File: config.mk
export PLATFORM = sky130hd
export DESIGN_NAME = swtm_scan_watchdog
export DESIGN_NICKNAME = d
export VERILOG_FILES = /design/src/design/swtm_seg_timer.v /design/src/design/swtm_scan_watchdog.v
export VERILOG_INCLUDE_DIRS = /design/src /design/src/design
export SDC_FILE = /design/constraint.sdc
export NUM_CORES = 1
export LEC_CHECK = 0
export ABC_AREA = 1
export ABC_CLOCK_PERIOD_IN_PS = 45500
export CAP_MARGIN = 0
export CORE_ASPECT_RATIO = 0.75
export CORE_MARGIN = 2
export CORE_UTILIZATION = 50
export CTS_CLUSTER_SIZE = 16
export DETAILED_ROUTE_END_ITERATION = 7
export DONT_BUFFER_PORTS = 1
export MAX_ROUTING_LAYER = met4
export SETUP_SLACK_MARGIN = 0.02
export SLEW_MARGIN = 20
export SYNTH_ARGS = -nofsm -noshare
export SYNTH_HDL_FRONTEND = slang
export SYNTH_SLANG_ARGS = --single-unit
export TNS_END_PERCENT = 100
File: constraint.sdc
create_clock -name clk_sys -period 45.5 [get_ports clk_sys]
set_input_delay 9.1 -clock clk_sys [delete_from_list [all_inputs] [get_ports clk_sys]]
set_output_delay 9.1 -clock clk_sys [all_outputs]
set_load 0.02 [all_outputs]
File: src/design/swtm_consts.vh
// constants for the scan watchdog and timing monitor
`ifndef SWTM_CONSTS_VH
`define SWTM_CONSTS_VH

`define SWTM_CLK_HZ            50000000
`define SWTM_CLK_NS            20
// watchdog default limit, in ms and in 1 ms ticks
`define SWTM_WD_DEFAULT_MS     16'd200
`define SWTM_TICK_CYCLES       (`SWTM_CLK_HZ / 1000)
// initialization time, in ms (1.2 s to 3.7 s)
`define SWTM_INIT_MIN_MS       1200
`define SWTM_INIT_MAX_MS       3700
// input-read cost, in ns
`define SWTM_RD_OVH_NS         12600
`define SWTM_RD_PT_NS          2500
// specialty read cost, in ns
`define SWTM_SP_OVH_NS         1820
`define SWTM_SP_MOD_NS         17900
`define SWTM_SP_PT_NS          2000
// peripheral service bounds, in ns
`define SWTM_PS_MIN_NS         8000
`define SWTM_PS_MAX_NS         410000
// error codes
`define SWTM_ERR_NONE          8'h00
`define SWTM_ERR_OVERRUN       8'h03
`define SWTM_ERR_BUS_TIMEOUT   8'h04
`define SWTM_ERR_PERIPH_OVER   8'h05
// bus segment timeout, in ticks
`define SWTM_BUS_LIMIT_MS      16'd100

`endif

File: src/design/swtm_seg_timer.v
// segment duration timer: counts down a cycle budget and flags done
`include "swtm_consts.vh"

module swtm_seg_timer (
  input  wire        clk_sys,
  input  wire        srst,
  input  wire        load,
  input  wire [23:0] cycles,
  output reg         busy,
  output wire        done
);

  reg [23:0] remain;

  assign done = busy && (remain == 24'h000001);

  always @(posedge clk_sys) begin
    if (srst) begin
      busy   <= 1'b0;
      remain <= 24'h000000;
    end else if (load) begin
      busy   <= (cycles != 24'h000000);
      remain <= cycles;
    end else if (busy) begin
      remain <= remain - 24'h000001;
      if (remain == 24'h000001) begin
        busy <= 1'b0;
      end
    end
  end

endmodule // swtm_seg_timer

File: src/design/swtm_scan_watchdog.v
// scan sequencer, watchdog and scan-time statistics
`include "swtm_consts.vh"

module swtm_scan_watchdog #(
  parameter INIT_MS = `SWTM_INIT_MIN_MS
) (
  input  wire        clk_sys,
  input  wire        srst,
  input  wire        run_request,
  input  wire        wd_limit_load,
  input  wire [15:0] wd_limit_value,
  input  wire        watchdog_restart_instruction,
  input  wire        solve_end,
  input  wire [7:0]  input_points,
  input  wire [3:0]  special_modules,
  input  wire [7:0]  special_points,
  input  wire        periph_connected,
  input  wire        periph_request,
  input  wire        periph_done,
  input  wire        bus_pending,
  input  wire [15:0] input_pins,
  input  wire        imm_read,
  input  wire [3:0]  imm_index,
  input  wire [15:0] solve_outputs,
  output reg         run_mode,
  output reg         init_done,
  output reg  [2:0]  segment,
  output reg  [15:0] input_image,
  output reg  [15:0] output_pins,
  output reg         imm_bit,
  output reg         periph_grant,
  output reg         bus_grant,
  output reg  [15:0] wd_limit,
  output reg  [15:0] wd_count,
  output reg  [15:0] scan_cur,
  output reg  [15:0] scan_min,
  output reg  [15:0] scan_max,
  output reg         scan_overrun_error,
  output reg  [7:0]  error_code,
  output reg         status_first_scan
);

  // ==========================================================
  // segments
  localparam SEG_INIT   = 3'd0;
  localparam SEG_READ   = 3'd1;
  localparam SEG_SPEC   = 3'd2;
  localparam SEG_PERIPH = 3'd3;
  localparam SEG_BUS    = 3'd4;
  localparam SEG_DIAG   = 3'd5;
  localparam SEG_SOLVE  = 3'd6;
  localparam SEG_WRITE  = 3'd7;

  localparam [31:0] TICK_W    = `SWTM_TICK_CYCLES;
  localparam [31:0] PS_MIN_W  = (`SWTM_PS_MIN_NS + `SWTM_CLK_NS - 1) / `SWTM_CLK_NS;
  localparam [31:0] PS_MAX_W  = `SWTM_PS_MAX_NS / `SWTM_CLK_NS;
  localparam [23:0] TICK_CYC  = TICK_W[23:0];
  localparam [23:0] PS_MIN    = PS_MIN_W[23:0];
  localparam [23:0] PS_MAX    = PS_MAX_W[23:0];
  localparam [31:0] INIT_CYC  = INIT_MS * (`SWTM_CLK_HZ / 1000);

  // ==========================================================
  // cycle-count helpers
  function [23:0] ns_to_cyc;
    input [31:0] ns;
    begin
      ns_to_cyc = ns_to_cyc_w(ns);
    end
  endfunction

  function [23:0] ns_to_cyc_w;
    input [31:0] ns;
    reg   [31:0] c;
    begin
      c = (ns + `SWTM_CLK_NS - 1) / `SWTM_CLK_NS;
      ns_to_cyc_w = (c == 32'd0) ? 24'd1 : c[23:0];
    end
  endfunction

  // ==========================================================
  // time base: 1 ms tick
  reg [23:0] tick_cnt;
  wire       tick = (tick_cnt == TICK_CYC - 24'd1);

  always @(posedge clk_sys) begin
    if (srst || tick) begin
      tick_cnt <= 24'd0;
    end else begin
      tick_cnt <= tick_cnt + 24'd1;
    end
  end

  // ==========================================================
  // segment timer
  reg        seg_load;
  reg [23:0] seg_cycles;
  wire       seg_busy;
  wire       seg_done;

  swtm_seg_timer u_seg (
    .clk_sys (clk_sys),
    .srst    (srst),
    .load    (seg_load),
    .cycles  (seg_cycles),
    .busy    (seg_busy),
    .done    (seg_done)
  );

  // ==========================================================
  // peripheral request log
  reg        periph_logged;
  reg [23:0] ps_cnt;
  reg        run_q;
  reg [31:0] init_cnt;
  reg [15:0] scan_ms;
  reg        stats_valid;
  reg        seg_started;
  reg [15:0] bus_ms;

  always @(posedge clk_sys) begin
    if (srst) begin
      periph_logged <= 1'b0;
    end else if (periph_request && periph_connected) begin
      periph_logged <= 1'b1;
    end else if (segment == SEG_PERIPH && periph_done && ps_cnt >= PS_MIN) begin
      periph_logged <= 1'b0;
    end
  end

  // ==========================================================
  // sequencer
  always @* begin
    seg_load   = 1'b0;
    seg_cycles = 24'd0;
    if (!seg_started) begin
      case (segment)
        SEG_READ: begin
          seg_load   = 1'b1;
          seg_cycles = ns_to_cyc(`SWTM_RD_OVH_NS + `SWTM_RD_PT_NS * {24'd0, input_points});
        end
        SEG_SPEC: begin
          seg_load   = 1'b1;
          seg_cycles = ns_to_cyc(`SWTM_SP_OVH_NS
                       + `SWTM_SP_MOD_NS * {28'd0, special_modules}
                       + `SWTM_SP_PT_NS * {24'd0, special_points});
        end
        default: begin
          seg_load   = 1'b0;
          seg_cycles = 24'd0;
        end
      endcase
    end
  end

  always @(posedge clk_sys) begin
    if (srst) begin
      segment            <= SEG_INIT;
      init_done          <= 1'b0;
      init_cnt           <= 32'd0;
      seg_started        <= 1'b0;
      run_mode           <= 1'b0;
      run_q              <= 1'b0;
      input_image        <= 16'h0000;
      output_pins        <= 16'h0000;
      periph_grant       <= 1'b0;
      bus_grant          <= 1'b0;
      ps_cnt             <= 24'd0;
      bus_ms             <= 16'h0000;
      wd_limit           <= `SWTM_WD_DEFAULT_MS;
      wd_count           <= 16'h0000;
      scan_ms            <= 16'h0000;
      scan_cur           <= 16'h0000;
      scan_min           <= 16'hffff;
      scan_max           <= 16'h0000;
      stats_valid        <= 1'b0;
      scan_overrun_error <= 1'b0;
      error_code         <= `SWTM_ERR_NONE;
      status_first_scan  <= 1'b0;
    end else begin
      run_q <= run_mode;
      if (wd_limit_load && wd_limit_value != 16'h0000) begin
        wd_limit <= wd_limit_value;
      end
      if (run_request && !run_mode && init_done && !scan_overrun_error) begin
        run_mode <= 1'b1;
      end else if (!run_request) begin
        run_mode <= 1'b0;
      end
      if (run_mode && !run_q) begin
        scan_min    <= 16'hffff;
        scan_max    <= 16'h0000;
        scan_cur    <= 16'h0000;
        stats_valid <= 1'b0;
      end
      if (init_done && tick) begin
        scan_ms <= scan_ms + 16'h0001;
      end
      case (segment)
        SEG_INIT: begin
          if (init_cnt == INIT_CYC - 32'd1) begin
            init_done <= 1'b1;
            segment   <= SEG_READ;
            scan_ms   <= 16'h0000;
          end else begin
            init_cnt <= init_cnt + 32'd1;
          end
        end
        // inputs sampled once per scan here
        SEG_READ: begin
          seg_started <= 1'b1;
          if (seg_done) begin
            input_image <= input_pins;
            seg_started <= 1'b0;
            segment     <= SEG_SPEC;
          end
        end
        SEG_SPEC: begin
          seg_started <= 1'b1;
          if (seg_done) begin
            seg_started <= 1'b0;
            segment     <= SEG_PERIPH;
            ps_cnt      <= 24'd0;
          end
        end
        SEG_PERIPH: begin
          if (!periph_logged || !periph_connected) begin
            periph_grant <= 1'b0;
            segment      <= SEG_BUS;
          end else begin
            periph_grant <= 1'b1;
            ps_cnt       <= ps_cnt + 24'd1;
            if (run_mode && ps_cnt >= PS_MAX) begin
              error_code   <= `SWTM_ERR_PERIPH_OVER;
              periph_grant <= 1'b0;
              segment      <= SEG_BUS;
            end else if (periph_done && ps_cnt >= PS_MIN) begin
              periph_grant <= 1'b0;
              segment      <= SEG_BUS;
            end
          end
        end
        SEG_BUS: begin
          bus_grant <= bus_pending;
          if (tick) begin
            bus_ms <= bus_ms + 16'h0001;
          end
          if (!bus_pending) begin
            bus_grant <= 1'b0;
            bus_ms    <= 16'h0000;
            segment   <= SEG_DIAG;
          end else if (bus_ms >= `SWTM_BUS_LIMIT_MS) begin
            error_code <= `SWTM_ERR_BUS_TIMEOUT;
          end
        end
        SEG_DIAG: begin
          scan_cur          <= scan_ms;
          status_first_scan <= run_mode && !stats_valid;
          if (run_mode) begin
            stats_valid <= 1'b1;
            if (scan_ms < scan_min) begin
              scan_min <= scan_ms;
            end
            if (scan_ms > scan_max) begin
              scan_max <= scan_ms;
            end
          end
          scan_ms  <= 16'h0000;
          wd_count <= 16'h0000;
          segment  <= run_mode ? SEG_SOLVE : SEG_WRITE;
        end
        SEG_SOLVE: begin
          // count from zero, compare per tick
          if (watchdog_restart_instruction) begin
            wd_count <= 16'h0000;
          end else if (tick) begin
            wd_count <= wd_count + 16'h0001;
          end
          if (tick && !watchdog_restart_instruction && wd_count + 16'h0001 >= wd_limit) begin
            scan_overrun_error <= 1'b1;
            error_code         <= `SWTM_ERR_OVERRUN;
            run_mode           <= 1'b0;
            output_pins        <= 16'h0000;
            segment            <= SEG_READ;
          end else if (solve_end || !run_mode) begin
            segment <= SEG_WRITE;
          end
        end
        SEG_WRITE: begin
          output_pins <= (run_mode && !scan_overrun_error) ? solve_outputs : 16'h0000;
          segment     <= SEG_READ;
        end
        default: begin
          segment <= SEG_READ;
        end
      endcase
      // overrun error cleared while the run request is low
      if (scan_overrun_error && !run_request) begin
        scan_overrun_error <= 1'b0;
      end
    end
  end

  // ==========================================================
  // immediate read straight from pins
  always @(posedge clk_sys) begin
    if (srst) begin
      imm_bit <= 1'b0;
    end else if (imm_read) begin
      imm_bit <= input_pins[imm_index];
    end
  end

endmodule // swtm_scan_watchdog

==> impl_metrics.py <==
metrics = {
    "synth": {
        "synth-warning-count": 0,
        "synthesis.area_um2": 28310,
        "ys.flop_type": "sky130_fd_sc_hd__dfxtp_1",
        "postSynthAreaPerCell_um2": 6.582,
        "commonest_cells_in_the_netlist": "844 x sky130_fd_sc_hd__nand2_1, 669 x sky130_fd_sc_hd__inv_1, 358 x sky130_fd_sc_hd__nand3_1, 311 x sky130_fd_sc_hd__nor2_1, 266 x sky130_fd_sc_hd__dfxtp_1",
        "yosys_register_bits": 266,
        "synth_largest_area_cell": "sky130_fd_sc_hd__dfxtp_1",
        "yosysSeqAreaShare_pct": 18.81,
        "post-synth-top-area-fraction_pct": 18.81,
        "most_common_cell_in_the_netlist": "sky130_fd_sc_hd__nand2_1",
        "post_synth_inst_count": 4302,
        "synth-edff-count": 0,
        "yosys.cell_types.count": 88,
        "main_area_contributors_after_synthesis": "sky130_fd_sc_hd__dfxtp_1 19%, sky130_fd_sc_hd__nand2_1 11%, sky130_fd_sc_hd__inv_1 8.9%",
        "ys_async_sr_fraction_pct": 0,
    },
    "clock_tree": {
        "tritoncts_clock_tree": "yes",
        "clock_sinks": 266,
        "max-clock-path-buffers": 3,
        "cts_hold_buffers": 0,
        "clk_pin_slew_ps": 70,
        "ctsHtreeMaxLevel": 1,
        "cts.root.buffer_cell": "sky130_fd_sc_hd__clkbuf_16",
        "insertion_delay_ps": 550,
        "postCtsSetupBuffers": 0,
        "cts.repair.resized": 0,
        "tritoncts.num_buffers": 27,
    },
    "sta": {
        "timing.clock.skew_ps": 21.07,
        "final_period_minus_worst_setup_slack_ps": 23320,
        "worst-slew-pin-transition_ps": 984.3,
        "timing_max_transition_violations_final": 0,
        "report.final.setup_viol": 0,
        "period_share_pct": 51.26,
        "hold_viol": 0,
        "clock.fmax_mhz": 42.88,
        "fin_tns_setup_ps": 0,
        "worst_slew_margin_rel_pct": 33.78,
        "rsz0062_at_grt": "no",
    },
    "placement": {
        "post_dp_cell_area_um2": 28780,
        "gpl.final_weighted_congestion": 0.8774,
        "detailed_placement_wirelength_estimate_mm": 58.43,
        "io_buffer_count": 0,
        "placed_cells_incl_taps": 4963,
    },
    "critical_path": {
        "critPathRequiredTime_ps": 45940,
        "worst-endpoint-arrival_ps": 23760,
        "timing.critical_path.to_type": "register",
        "timing.critical_path.from_type": "input port",
        "critPathMaxFanout": 17,
        "rrSetupSlack_ps": 40950,
        "r2r_end": "ps_cnt[23]",
        "worst-setup-path-type": "in2reg",
        "timing.critical_path.slowest_cell_delay_ps": 590,
        "critPathMostFrequentCell": "sky130_fd_sc_hd__nand2_4",
        "ff2ff_path_depth": 28,
        "crit-reg2reg-launch": "u_seg.remain[6]",
        "cp_top_family": "simple AND/OR/NAND/NOR gates",
        "worstPathBufferInverterCount": 8,
        "slowest_stage": "sky130_fd_sc_hd__fa_1",
    },
    "global_route": {
        "grt-ovfl-total": 0,
        "grt_first_pass_wirelength_mm": 120.5,
        "grt_usage_pct": 25.19,
        "grt_pass1_vias": 23330,
        "antenna_found_initial": 0,
        "maximum_number_of_pins_on_one_net_before_global_route_repair": 110,
    },
    "route": {
        "viasPerCell": 5.214,
        "drt_drc_violations_left": 0,
        "wl_per_cell_um": 14.52,
        "drt_first_pass_iters": 6,
        "detailedRoute.firstIterationViolations": 2080,
        "total_via_count_after_detailed_routing": 26130,
        "ant_nets": 0,
        "totalWireLength_mm": 72.78,
    },
    "floorplan": {
        "num_rows": 75,
        "initial_core_util_pct": 50.63,
        "die_h_um": 210.1,
        "die-width_um": 278.8,
        "core_area_um2": 55930,
        "i_o_pin_cnt": 213,
        "floorplan.die_area_um2": 58570,
    },
    "min_path": {
        "min_delay_worst_endpoint": "status_first_scan",
        "whs_path_depth": 1,
        "min_from": "stats_valid",
        "hold_path_class": "reg2reg",
    },
    "finish": {
        "area.growth.synth_to_final_pct": 4.847,
        "share_of_cells_above_drive_strength_1_pct": 15.19,
        "finish.cell_count_without_fillers": 5011,
        "antenna_cells": 0,
        "fin_nets": 4574,
        "design_area_um2": 29690,
        "fin_util_pct": 53.08,
    },
    "run": {
        "drv.max_cap_violation_count": 0,
    },
    "run_status": {
        "result_of_the_run": "completed",
    },
}
per-stage QoR:
step | hold slack [ps] | setup WS [ps]
2_1_floorplan | 417.9 | 23570
3_3_place_gp | 428.9 | 22030
3_5_place_dp | 432.4 | 21710
4_1_cts | 442.3 | 22260
5_1_grt | 485.4 | 20530
6_report | 444.1 | 22180
cell usage in the layout, fill, tap and decap left out, types with 22 or more instances in the layout:
| cell | n |
|---|---|
| sky130_fd_sc_hd__a21oi_1 | 238 |
| sky130_fd_sc_hd__clkbuf_16 | 27 |
| sky130_fd_sc_hd__dfxtp_1 | 266 |
| sky130_fd_sc_hd__fa_1 | 40 |
| sky130_fd_sc_hd__ha_1 | 190 |
| sky130_fd_sc_hd__inv_1 | 668 |
| sky130_fd_sc_hd__inv_2 | 57 |
| sky130_fd_sc_hd__nand2_1 | 844 |
| sky130_fd_sc_hd__nand2_2 | 227 |
| sky130_fd_sc_hd__nand2_4 | 92 |
| sky130_fd_sc_hd__nand3_1 | 358 |
| sky130_fd_sc_hd__nand3_2 | 65 |
| sky130_fd_sc_hd__nand4_1 | 125 |
| sky130_fd_sc_hd__nor2_1 | 308 |
| sky130_fd_sc_hd__nor2_2 | 36 |
| sky130_fd_sc_hd__nor2_4 | 28 |
| sky130_fd_sc_hd__nor3_1 | 104 |
| sky130_fd_sc_hd__nor4_1 | 32 |
| sky130_fd_sc_hd__o211ai_1 | 22 |
| sky130_fd_sc_hd__o21ai_0 | 157 |
| sky130_fd_sc_hd__o22ai_1 | 22 |
| sky130_fd_sc_hd__xnor2_1 | 32 |
| sky130_fd_sc_hd__xor2_1 | 64 |
how the worst max path moves through the flow:
stage                            from               to  slack [ps]  cells after the start
floorplan           special_points[0]  u_seg.remain[0]       23570                    109
global placement    special_points[0]  u_seg.remain[0]       22030                    109
detailed placement  special_points[0]  u_seg.remain[0]       21710                    109
CTS                 special_points[0]  u_seg.remain[0]       22260                    107
global route        special_points[0]  u_seg.remain[0]       20530                    110
finish              special_points[0]  u_seg.remain[0]       22180                    109
per-layer routing:
| metal | track usage, % | part of all wire, % | vias up |
|---|---|---|---|
| met3 | 2.328 | 4.7 | 59 |
| met2 | 34.69 | 39 | 507 |
| met5 | - | 0 | - |
| met1 | 40.09 | 56 | 11610 |
| li1 | - | - | 13950 |
| met4 | 2.781 | 1.1 | 0 |
final cells by class:
type | count | area, um^2
timing repair buffer | 13 | 97.59
fill | 5699 | 26240
clock inverter | 8 | 122.6
clock buffer | 40 | 784.5
tap | 731 | 914.6
multi-input combinational | 3207 | 19610
sequential | 266 | 5325
inverter | 746 | 2836
state kept, by name, summed over array words and instances, names as in the netlist, 16 cells and up:
signal,flops
init_cnt,32
scan_max,16
output_pins,16
bus_ms,16
scan_cur,16
tick_cnt,24
ps_cnt,24
u_seg.remain,24
wd_count,16
wd_limit,16
input_image,16
scan_ms,16
scan_min,16
worst reg2reg max path, delay by kind of cell (launching register included):
kind,cells,cell delay (ps)
flops,1,330
buf+inv,4,470
simple gates,24,3660
logic make-up after synthesis:
kind of cell	after synthesis	synth area share [%]
compound gates	568	11.72
xor+xnor	103	3.491
fa+ha+maj	230	11.22
buf+inv	833	12.03
flops	266	18.81
other cells	1	0.01324
simple gates	2301	42.71
Power is not shown: default switching activity piles up to over one toggle a cycle in this logic, so the estimate is an artifact.
